`src/lec_pkg.sv`:
```
// Shared constants and types for the lane code error counter block
package lec_pkg;

   // Counter geometry: three lane slots, three counters per lane
   localparam int unsigned NUM_LANES = 3;
   localparam int unsigned NUM_KINDS = 3;
   localparam int unsigned NUM_CNT = NUM_LANES * NUM_KINDS;
   localparam int unsigned CNT_W = 8;
   localparam int unsigned FIELD_W = 3;
   localparam int unsigned REG_W = 8;

   // Lane slots inside the packed per-lane arrays
   localparam int unsigned SLOT_LANE0 = 0;
   localparam int unsigned SLOT_LANE6 = 1;
   localparam int unsigned SLOT_LANE7 = 2;

   // Counter selection inside every enable, clear and hold field
   localparam int unsigned SEL_UNEXPECTED_CTRL = 2;
   localparam int unsigned SEL_INVALID_CODE = 1;
   localparam int unsigned SEL_DISPARITY = 0;

   // Terminal count of each error counter
   localparam logic [CNT_W-1:0] CNT_TERMINAL = 8'hFF;
   localparam logic [CNT_W-1:0] CNT_ZERO = 8'h00;
   localparam logic [CNT_W-1:0] CNT_ONE = 8'h01;

   // Field positions in the control and hold registers
   localparam int unsigned ENA_LSB = 3;
   localparam int unsigned CLR_LSB = 0;
   localparam int unsigned HOLD_LSB = 0;
   localparam logic [REG_W-1:0] CTRL_MASK = 8'h3F;
   localparam logic [REG_W-1:0] HOLD_MASK = 8'h07;
   localparam logic [REG_W-1:0] CTRL_RESET = 8'h3F;
   localparam logic [REG_W-1:0] HOLD_RESET = 8'h07;

   // Register indices; byte address is four times the index
   localparam int unsigned IDX_W = 12;
   localparam int unsigned IDX_LSB = 2;
   localparam logic [IDX_W-1:0] IDX_LANE0_CTRL = 12'h480;
   localparam logic [IDX_W-1:0] IDX_LANE6_CTRL = 12'h486;
   localparam logic [IDX_W-1:0] IDX_LANE7_CTRL = 12'h487;
   localparam logic [IDX_W-1:0] IDX_LANE0_HOLD = 12'h488;
   localparam logic [IDX_W-1:0] IDX_LANE6_HOLD = 12'h48E;
   localparam logic [IDX_W-1:0] IDX_LANE7_HOLD = 12'h48F;
   localparam logic [IDX_W-1:0] IDX_LANE0_COUNT = 12'h490;
   localparam logic [IDX_W-1:0] IDX_LANE6_COUNT = 12'h491;
   localparam logic [IDX_W-1:0] IDX_LANE7_COUNT = 12'h492;
   localparam logic [IDX_W-1:0] IDX_IRQ_STATUS = 12'h4A0;
   localparam logic [IDX_W-1:0] IDX_IRQ_ENABLE = 12'h4A1;
   localparam logic [IDX_W-1:0] IDX_IRQ_CLEAR = 12'h4A2;

   // Interrupt register reset values
   localparam logic [NUM_CNT-1:0] IRQ_NONE = 9'h000;

   // AHB-Lite encodings
   localparam logic [1:0] HTRANS_NONSEQ = 2'h2;
   localparam logic [2:0] HSIZE_WORD = 3'h2;
   localparam logic HRESP_OKAY = 1'b0;
   localparam logic [31:0] WORD_ZERO = 32'h0000_0000;

   // Bus slave phase, one-hot
   typedef enum logic [1:0] {
      PH_IDLE = 2'b01,
      PH_WRITE = 2'b10
   } lec_phase_t;

   // Whole state of the register bank
   typedef struct packed {
      logic rstMeta;
      logic rstSync;
   } lec_rst_t;

   typedef struct packed {
      logic [NUM_LANES-1:0][REG_W-1:0] ctrl;
      logic [NUM_LANES-1:0][REG_W-1:0] hold;
      lec_phase_t phase;
      logic [IDX_W-1:0] wrIdx;
      logic [31:0] rdata;
      logic ready;
      logic resp;
      logic [NUM_CNT-1:0] irqStatus;
      logic [NUM_CNT-1:0] irqEnable;
      logic irq;
   } lec_state_t;

   // State of one error counter
   typedef struct packed {
      logic [CNT_W-1:0] count;
      logic tcEvent;
   } lec_cnt_state_t;

endpackage

```
`src/lec_err_counter.sv`:
```
// One eight-bit code error counter with enable, clear and terminal hold
`timescale 1ns/1ns
`default_nettype none

module lec_err_counter (
   input wire logic core_clk,
   input wire logic rstSync_n,
   input wire logic errPulse,
   input wire logic enable,
   input wire logic clear,
   input wire logic hold,
   output logic [lec_pkg::CNT_W-1:0] count,
   output logic tcEvent
);

   // Registered state and its next value
   lec_pkg::lec_cnt_state_t st;
   lec_pkg::lec_cnt_state_t next_st;

   // Next-state logic: clear first, then counting
   always_comb begin
      next_st = st;
      next_st.tcEvent = 1'b0;
      if (clear) begin
         // Counter forced to zero while its clear bit stands
         next_st.count = lec_pkg::CNT_ZERO;
      end else if (enable && errPulse) begin
         // One per detected error, only while enabled
         if (st.count == lec_pkg::CNT_TERMINAL) begin
            if (!hold) begin
               // Unheld counter rolls over and keeps counting
               next_st.count = lec_pkg::CNT_ZERO;
            end
         end else begin
            next_st.count = st.count + lec_pkg::CNT_ONE;
            // Mark the arrival at terminal count
            next_st.tcEvent = (st.count + lec_pkg::CNT_ONE)
               == lec_pkg::CNT_TERMINAL;
         end
      end
      // Held counter stays at terminal count until cleared
   end

   // State register
   always_ff @(posedge core_clk or negedge rstSync_n) begin
      if (!rstSync_n) begin
         st <= '0;
      end else begin
         st <= next_st;
      end
   end

   // Outputs straight from the flip-flops
   assign count = st.count;
   assign tcEvent = st.tcEvent;

endmodule

`default_nettype wire

```
`src/lec_top.sv`:
```
// Register bank and counters for per-lane code error counting
//
// Design decision made here: register access over AHB-Lite.
`timescale 1ns/1ns
`default_nettype none

// Summary of operation
// - Per-lane enable field [5:3], resets all ones
// - Per-lane clear field [2:0], resets all ones
// - Bit2 control char, bit1 table, bit0 disparity
// - Held counter stops at 0xFF until cleared
// - Unheld counter wraps to zero and continues
// - Lane0 hold field [2:0], reserved zero, resets 0x7
module lec_top (
   input wire logic core_clk,
   input wire logic reset_n,
   // AHB-Lite slave port
   // hsize ignored: word access only
   input wire logic hsel,
   input wire logic [31:0] haddr,
   input wire logic [1:0] htrans,
   input wire logic hwrite,
   input wire logic [2:0] hsize,
   input wire logic [31:0] hwdata,
   input wire logic hready,
   output logic [31:0] hrdata,
   output logic hreadyout,
   output logic hresp,
   // Error strobes from the lane decoders, same clock domain
   // One error per cycle per high bit
   input wire logic [lec_pkg::FIELD_W-1:0] errLane0,
   input wire logic [lec_pkg::FIELD_W-1:0] errLane6,
   input wire logic [lec_pkg::FIELD_W-1:0] errLane7,
   // Level interrupt
   // High while enabled status is set
   output logic irq
);

   // Block overview
   // Nine 8-bit counters, three per slot
   // Slots hold lanes 0, 6 and 7
   // Control words: enable and clear
   // Hold words: stop or wrap when full
   // Count words: live lane values
   // Full count sets sticky status
   // Status and enable drive one irq
   // Zero wait states, always OKAY
   // Reserved bits read zero
   // No counting while clear is set
   // Writes to read-only words dropped

   // Reset synchroniser state
   // Pin may rise at any time;
   // two flops give a clean release
   lec_pkg::lec_rst_t rs;
   // Reset for all other logic
   logic rstSync_n;

   // Register bank state and its next value
   // One struct, one register process
   lec_pkg::lec_state_t st;
   // Filled by the comb process
   lec_pkg::lec_state_t next_st;

   // Error strobes gathered by lane slot
   // Same order as the field arrays
   logic [lec_pkg::NUM_LANES-1:0][lec_pkg::FIELD_W-1:0] errIn;

   // Counter values and terminal-count events, flat by counter
   // Index is slot times three plus kind
   logic [lec_pkg::NUM_CNT-1:0][lec_pkg::CNT_W-1:0] cntValue;
   // Pulse on reaching full count
   logic [lec_pkg::NUM_CNT-1:0] cntEvent;

   // Address phase decode
   // One cycle per accepted transfer
   logic takeAccess;
   // Bits above the index ignored
   logic [lec_pkg::IDX_W-1:0] addrIdx;

   // Shared decoding: counter loop,
   // read mux and irq bit order use
   // these, so they cannot disagree

   // Index of one counter inside the flat arrays
   // Slot-major, kind-minor
   function automatic int unsigned cntSlot(
      input int unsigned lane,
      input int unsigned kind
   );
      // Three kinds per slot
      cntSlot = lane * lec_pkg::NUM_KINDS + kind;
   endfunction

   // Three counter values of one lane as a readable word
   // Kind 2 highest, kind 0 lowest
   // Top byte unused, reads zero
   function automatic logic [31:0] laneCounts(
      input logic [lec_pkg::NUM_CNT-1:0][lec_pkg::CNT_W-1:0] values,
      input int unsigned lane
   );
      laneCounts = {8'h00,
         values[cntSlot(lane, lec_pkg::SEL_UNEXPECTED_CTRL)],
         values[cntSlot(lane, lec_pkg::SEL_INVALID_CODE)],
         values[cntSlot(lane, lec_pkg::SEL_DISPARITY)]};
   endfunction

   // Zero-extend an eight-bit register to a bus word
   // Keeps reserved bits at zero
   function automatic logic [31:0] byteWord(
      input logic [lec_pkg::REG_W-1:0] value
   );
      // Upper bytes forced to zero
      byteWord = {24'h00_0000, value};
   endfunction

   // Reset release through two flip-flops
   // Assert at once, release after two
   // edges to avoid a metastable exit
   always_ff @(posedge core_clk or negedge reset_n) begin
      if (!reset_n) begin
         rs <= '0;
      end else begin
         // Shift a one through both stages
         rs.rstMeta <= 1'b1;
         rs.rstSync <= rs.rstMeta;
      end
   end

   // Synchronised reset used by the whole design
   // Only the second flop drives it
   assign rstSync_n = rs.rstSync;

   // Lane slots in order 0, 6, 7
   // Strobes share this clock,
   // so no synchroniser is needed
   assign errIn[lec_pkg::SLOT_LANE0] = errLane0;
   assign errIn[lec_pkg::SLOT_LANE6] = errLane6;
   assign errIn[lec_pkg::SLOT_LANE7] = errLane7;

   // A valid transfer is taken when selected, active and bus ready
   // Idle and busy types ignored
   assign takeAccess = hsel && hready && htrans[1];

   // Word index from the byte address
   // Byte lanes are not decoded
   assign addrIdx = haddr[lec_pkg::IDX_LSB +: lec_pkg::IDX_W];

   // Each counter reads its own bit of
   // the lane's enable, clear and hold
   // Clear wins over counting; a held
   // counter ignores errors when full
   // Hold changes while errors flow are
   // not guarded; software keeps order

   // One counter per lane and error kind
   for (genvar l = 0; l < lec_pkg::NUM_LANES; l++) begin : g_lane
      for (genvar k = 0; k < lec_pkg::NUM_KINDS; k++) begin : g_kind
         lec_err_counter u_cnt (
            .core_clk(core_clk),
            .rstSync_n(rstSync_n),
            .errPulse(errIn[l][k]),
            // Bit k of each field picks the same counter kind
            .enable(st.ctrl[l][lec_pkg::ENA_LSB + k]),
            .clear(st.ctrl[l][lec_pkg::CLR_LSB + k]),
            .hold(st.hold[l][lec_pkg::HOLD_LSB + k]),
            .count(cntValue[cntSlot(l, k)]),
            .tcEvent(cntEvent[cntSlot(l, k)])
         );
      end
   end

   // Address phase: hsel, htrans and
   // hready sampled; a write latches
   // only its index
   // Data phase: write lands at next
   // edge; read data stands one cycle
   // A read right behind a write to
   // the same word sees the old value
   // Read data is zero with no read

   // Next-state logic for the bus slave and the register bank
   // Every field holds unless a
   // branch below changes it
   always_comb begin
      next_st = st;
      // Slave always ready with an OKAY answer
      // No wait state ever inserted
      next_st.ready = 1'b1;
      next_st.resp = lec_pkg::HRESP_OKAY;

      // Data phase of a write: store the word into its register
      // Index latched a cycle earlier;
      // hwdata is valid only now
      if (st.phase == lec_pkg::PH_WRITE) begin
         unique case (st.wrIdx)
            lec_pkg::IDX_LANE0_CTRL: begin
               next_st.ctrl[lec_pkg::SLOT_LANE0] =
                  hwdata[lec_pkg::REG_W-1:0] & lec_pkg::CTRL_MASK;
            end
            lec_pkg::IDX_LANE6_CTRL: begin
               // Enable and clear fields, reserved bits kept zero
               next_st.ctrl[lec_pkg::SLOT_LANE6] =
                  hwdata[lec_pkg::REG_W-1:0] & lec_pkg::CTRL_MASK;
            end
            lec_pkg::IDX_LANE7_CTRL: begin
               next_st.ctrl[lec_pkg::SLOT_LANE7] =
                  hwdata[lec_pkg::REG_W-1:0] & lec_pkg::CTRL_MASK;
            end
            lec_pkg::IDX_LANE0_HOLD: begin
               // Only the three hold bits are stored
               next_st.hold[lec_pkg::SLOT_LANE0] =
                  hwdata[lec_pkg::REG_W-1:0] & lec_pkg::HOLD_MASK;
            end
            lec_pkg::IDX_LANE6_HOLD: begin
               next_st.hold[lec_pkg::SLOT_LANE6] =
                  hwdata[lec_pkg::REG_W-1:0] & lec_pkg::HOLD_MASK;
            end
            lec_pkg::IDX_LANE7_HOLD: begin
               next_st.hold[lec_pkg::SLOT_LANE7] =
                  hwdata[lec_pkg::REG_W-1:0] & lec_pkg::HOLD_MASK;
            end
            // One mask bit per counter
            lec_pkg::IDX_IRQ_ENABLE: begin
               next_st.irqEnable = hwdata[lec_pkg::NUM_CNT-1:0];
            end
            // Ones clear, zeros keep
            lec_pkg::IDX_IRQ_CLEAR: begin
               // Write one to clear a status bit
               next_st.irqStatus = st.irqStatus
                  & ~hwdata[lec_pkg::NUM_CNT-1:0];
            end
            default: begin
               // Read-only and unmapped words ignore writes
               // and still answer OKAY
            end
         endcase
      end

      // Sticky until software clears;
      // no event is lost to a clear
      // New terminal-count events win over a clear in the same cycle
      next_st.irqStatus = next_st.irqStatus | cntEvent;

      // Address phase: latch writes, prepare read data
      // Reads see registers before
      // a write landing at this edge
      next_st.phase = lec_pkg::PH_IDLE;
      next_st.rdata = lec_pkg::WORD_ZERO;
      if (takeAccess) begin
         if (hwrite) begin
            // Write data follows in the next cycle
            next_st.phase = lec_pkg::PH_WRITE;
            next_st.wrIdx = addrIdx;
         end else begin
            unique case (addrIdx)
               lec_pkg::IDX_LANE0_CTRL: begin
                  next_st.rdata = byteWord(st.ctrl[lec_pkg::SLOT_LANE0]);
               end
               lec_pkg::IDX_LANE6_CTRL: begin
                  // Reserved bits [7:6] read zero
                  next_st.rdata = byteWord(st.ctrl[lec_pkg::SLOT_LANE6]);
               end
               lec_pkg::IDX_LANE7_CTRL: begin
                  next_st.rdata = byteWord(st.ctrl[lec_pkg::SLOT_LANE7]);
               end
               lec_pkg::IDX_LANE0_HOLD: begin
                  // Reserved bits [7:3] read zero
                  next_st.rdata = byteWord(st.hold[lec_pkg::SLOT_LANE0]);
               end
               lec_pkg::IDX_LANE6_HOLD: begin
                  next_st.rdata = byteWord(st.hold[lec_pkg::SLOT_LANE6]);
               end
               lec_pkg::IDX_LANE7_HOLD: begin
                  next_st.rdata = byteWord(st.hold[lec_pkg::SLOT_LANE7]);
               end
               // Count words are read-only
               lec_pkg::IDX_LANE0_COUNT: begin
                  // Live counter values of lane 0
                  next_st.rdata = laneCounts(cntValue, lec_pkg::SLOT_LANE0);
               end
               lec_pkg::IDX_LANE6_COUNT: begin
                  next_st.rdata = laneCounts(cntValue, lec_pkg::SLOT_LANE6);
               end
               lec_pkg::IDX_LANE7_COUNT: begin
                  next_st.rdata = laneCounts(cntValue, lec_pkg::SLOT_LANE7);
               end
               // One status bit per counter
               lec_pkg::IDX_IRQ_STATUS: begin
                  next_st.rdata = {23'h00_0000, st.irqStatus};
               end
               lec_pkg::IDX_IRQ_ENABLE: begin
                  next_st.rdata = {23'h00_0000, st.irqEnable};
               end
               default: begin
                  // Clear register and unmapped words read zero
                  next_st.rdata = lec_pkg::WORD_ZERO;
               end
            endcase
         end
      end

      // Level interrupt while any enabled status bit is set
      // Next values: irq moves with status
      next_st.irq = |(next_st.irqStatus & next_st.irqEnable);
   end

   // State register with its reset values
   // Counters start enabled but held
   // at zero until software lowers
   // the clear bits
   // Hold fields start with stop set
   always_ff @(posedge core_clk or negedge rstSync_n) begin
      if (!rstSync_n) begin
         // Enable and clear fields all ones
         st.ctrl <= {lec_pkg::NUM_LANES{lec_pkg::CTRL_RESET}};
         // Hold enabled for all three counters
         st.hold <= {lec_pkg::NUM_LANES{lec_pkg::HOLD_RESET}};
         // Slave idle, ready, OKAY
         st.phase <= lec_pkg::PH_IDLE;
         st.wrIdx <= '0;
         st.rdata <= lec_pkg::WORD_ZERO;
         st.ready <= 1'b1;
         st.resp <= lec_pkg::HRESP_OKAY;
         // Nothing pending, all masked
         st.irqStatus <= lec_pkg::IRQ_NONE;
         st.irqEnable <= lec_pkg::IRQ_NONE;
         st.irq <= 1'b0;
      end else begin
         st <= next_st;
      end
   end

   // No logic between flop and pin
   // Bus answers and interrupt from flip-flops
   assign hrdata = st.rdata;
   assign hreadyout = st.ready;
   assign hresp = st.resp;
   assign irq = st.irq;

endmodule

`default_nettype wire

```
`config.mk`:
```
export PLATFORM = sky130hd
export DESIGN_NAME = lec_top
export DESIGN_NICKNAME = d
export VERILOG_FILES = /design/src/lec_pkg.sv /design/src/lec_err_counter.sv /design/src/lec_top.sv
export SDC_FILE = /design/constraint.sdc
export NUM_CORES = 1
export LEC_CHECK = 0
export BUFFER_PORTS_ARGS = -buffer_cell sky130_fd_sc_hd__clkbuf_2
export CORE_ASPECT_RATIO = 0.9
export CORE_MARGIN = 2
export CORE_UTILIZATION = 30
export CTS_CLUSTER_SIZE = 8
export DETAILED_ROUTE_END_ITERATION = 6
export PLACE_DENSITY = 0.49
export SYNTH_ARGS = -nofsm -noshare
export SYNTH_HDL_FRONTEND = slang
export SYNTH_SLANG_ARGS = --single-unit
```
`constraint.sdc`:
```
create_clock -name core_clk -period 11.53 [get_ports core_clk]
set_clock_uncertainty 0.1 [all_clocks]
set_input_delay 0.5765 -clock core_clk [delete_from_list [all_inputs] [get_ports core_clk]]
set_output_delay 0.5765 -clock core_clk [all_outputs]
set_load 0.005 [all_outputs]
```
==> results.sh <==
export IMPL_status="finished, final reports clean"
export IMPL_final_setup_viol_count=0
export IMPL_cp_arrival_ns=2.89
export IMPL_instances_no_fill=1346
export IMPL_wl_um=24100
export IMPL_die_x_um=185
export IMPL_first_global_vias=6520
export IMPL_grt_usage_pct=16.1
export IMPL_start_util_pct=30.6
export IMPL_min_period_ns=2.72
export IMPL_hold_viol=0
export IMPL_final_max_slew_viol_count=0
export IMPL_h_tree_depth=4
export IMPL_synth_main_ff_cell="dfrtp_1"
export IMPL_worstPathRequired_ns=11.70
export IMPL_relSlewSlack_pct=27.9
export IMPL_root_buffer="clkbuf_16"
export IMPL_criticalPathCategory="reg2reg"
export IMPL_final_cell_mix="138 x dfrtp_1, 107 x nand2_1, 98 x nor2_1"
export IMPL_drv_cap=0
export IMPL_drive_above_1_share_pct=19.5
export IMPL_layout_commonest_cell="dfrtp_1"
export IMPL_routedWlPerCell_um=17.9
export IMPL_final_core_util_pct=34.2
export IMPL_fp_dieH_um=167
export IMPL_power_leakage_nw=4.36
export IMPL_viasPerCell=5.10
export IMPL_clock_latency_ns=0.44
export IMPL_cts_hold_buf=1
export IMPL_area_growth_pct=11.7
export IMPL_post_cts_buffers=0
export IMPL_worstMarginPinSlew_ns=1.08
export IMPL_yosysSeqAreaShare_pct=47.4
export IMPL_synth_edff_count=0
export IMPL_antenna_found_initial=1
export IMPL_drt_initial_drc_count=569
export IMPL_irDropWorstVdd_uv=100
export IMPL_total_power_mw=1.24
export IMPL_dr_pass1_iters=5
export IMPL_nets=1037
export IMPL_power_density_mw_per_mm2=125
export IMPL_routabilityCongestion=0.821
export IMPL_fp_dieArea_mm2=0.0310
export IMPL_grt_first_pass_wirelength_um=38100
export IMPL_end_kind="flip-flop"
export IMPL_fin_crit_sh_pct=23.6
export IMPL_fillers=2968
export IMPL_dp_cells=1312
export IMPL_core_mm2=0.0290
export IMPL_grt_max_degree=75
export IMPL_finalSetupTns_ns=0
export IMPL_clock_sinks=167
export IMPL_grt_overflow=0
export IMPL_fin_ws_ns=8.81
export IMPL_syn_inst=910
export IMPL_async_flop_share_pct=100
export IMPL_path_clk_slew_ns=0.07
export IMPL_placed_area_mm2=0.00934
export IMPL_synth_seq_cells=167
export IMPL_max_freq_mhz=368
export IMPL_holdWs_ns=0.102
export IMPL_drc_errors=0
export IMPL_path_max_fanout=9
export IMPL_rsz0062_at_grt="false"
export IMPL_cts_buffers=17
export IMPL_cts_tree="done"
export IMPL_post_route_cell_area_mm2=0.00992
export IMPL_ctsResizeCount=0
export IMPL_yosys_warnings=0
export IMPL_synth_area_per_cell_um2=9.77
export IMPL_via_count=6859
export IMPL_synth_cell_types=68
export IMPL_min_path_type="reg2async"
export IMPL_drtAntennaViolNets=0
export IMPL_reg2reg_depth=6
export IMPL_io_pins=118
export IMPL_pre_cts_ws_ns=8.40
export IMPL_io_buffers=60
export IMPL_startpoint_type="flip-flop"
export IMPL_netlist_area_mm2=0.00889
export IMPL_cts_buffer_depth=2
export IMPL_hpwl_um=16800
export IMPL_row_count=59
==> layer usage <==
| metal | track usage [%] | routed length [um] | vias up |
|---|---|---|---|
| li1 | - | - | 3282 |
| met1 | 23.9 | 11900 | 3426 |
| met2 | 23.4 | 10600 | 131 |
| met3 | 3.50 | 1100 | 20 |
| met4 | 4.73 | 369 | 0 |
| met5 | 0 | 0 | - |
==> critical path, stage by stage, from the launching register on <==
cell       delay, ns
dfrtp_1         0.38
nor3b_1         0.38
and4_1          0.65
mux2_4          0.35
and2_1          0.18
a221o_1         0.28
nand4bb_1       0.24
==> final cells by class <==
class / instances / area [um2] / area share [%]
antenna: 1 / 2.50 / 0.0252
sequential: 167 / 4220 / 42.5
timing repair buffer: 66 / 348 / 3.50
multi-input combinational: 668 / 4230 / 42.6
inverter: 16 / 60.1 / 0.605
clock buffer: 19 / 433 / 4.36
tap: 396 / 495 / 4.99
clock inverter: 13 / 136 / 1.37
==> cells by family (layout without fill, tap and decap cells) <==
kind of cell / Yosys count / count (layout) / share of synthesized area [%]
AO/OA/AOI/OAI: 189 / 189 / 13.7
XOR/XNOR: 30 / 30 / 2.96
adder cells (fa/ha/maj): 18 / 18 / 2.53
buffers and inverters: 84 / 114 / 5.38
flip-flops: 167 / 167 / 47.4
multiplexers: 45 / 45 / 6.08
other: 2 / 12 / 0.0845
AND/OR/NAND/NOR: 375 / 375 / 21.9
==> sequential cells by signal, indices dropped and copies added, names as in the netlist <==
name / count
hrdata: 24
rs: 1
g_lane.g_kind.u_cnt.count: 72
rstSync_n: 1
irq: 1
st: 59
g_lane.g_kind.u_cnt.tcEvent: 9
==> cells in the mapped netlist, types with 3 or more instances <==
cell | n | area share (%)
a211oi_1 | 3 | 0.25
a21o_1 | 17 | 1.4
a21oi_1 | 41 | 2.3
a222oi_1 | 24 | 2.7
a22o_1 | 4 | 0.39
a22oi_1 | 11 | 0.93
a31oi_1 | 6 | 0.42
and2_1 | 3 | 0.21
and3_1 | 23 | 1.6
and4_1 | 3 | 0.30
buf_2 | 7 | 0.39
buf_4 | 39 | 3.3
clkbuf_1 | 20 | 0.84
dfrtp_1 | 139 | 39
dfstp_2 | 28 | 8.3
ha_1 | 18 | 2.5
inv_1 | 16 | 0.68
mux2_2 | 38 | 4.8
mux2i_1 | 3 | 0.34
mux4_2 | 3 | 0.76
nand2_1 | 107 | 4.5
nand2b_1 | 16 | 1.1
nand3_1 | 23 | 1.3
nand3b_1 | 11 | 0.93
nand4_1 | 10 | 0.70
nand4b_1 | 3 | 0.30
nor2_1 | 99 | 4.2
nor2b_1 | 6 | 0.42
nor3_1 | 21 | 1.2
nor3b_1 | 5 | 0.42
nor4_1 | 9 | 0.63
nor4b_1 | 3 | 0.30
o21ai_0 | 66 | 3.7
o31ai_1 | 5 | 0.42
or2_2 | 4 | 0.28
or3_1 | 8 | 0.56
xnor2_1 | 12 | 1.2
xor2_1 | 18 | 1.8
==> final timing paths <==
| kind | end | start | slack, ns |
|---|---|---|---|
| max | irq | st[57] | 8.81 |
| min | g_lane[2].g_kind[2].u_cnt.count[3] | rstSync_n | 0.10 |
| max reg2reg | irq | st[57] | 8.81 |
| min reg2reg | g_lane[2].g_kind[2].u_cnt.count[3] | rstSync_n | 0.10 |
| max in group asynchronous | st[56] | rstSync_n | 9.11 |
| min in group core_clk | st[59] | haddr[8] | 0.25 |
==> power by group <==
| group | total, mW | switching (mW) | leakage, nW | internal [mW] |
|---|---|---|---|---|
| Clock | 0.569 | 0.264 | 0.275 | 0.305 |
| Combinational | 0.0521 | 0.0338 | 1.88 | 0.0183 |
| Sequential | 0.615 | 0.0159 | 2.20 | 0.599 |
| Total | 1.24 | 0.313 | 4.36 | 0.922 |
(Power assumes the default switching activity.)
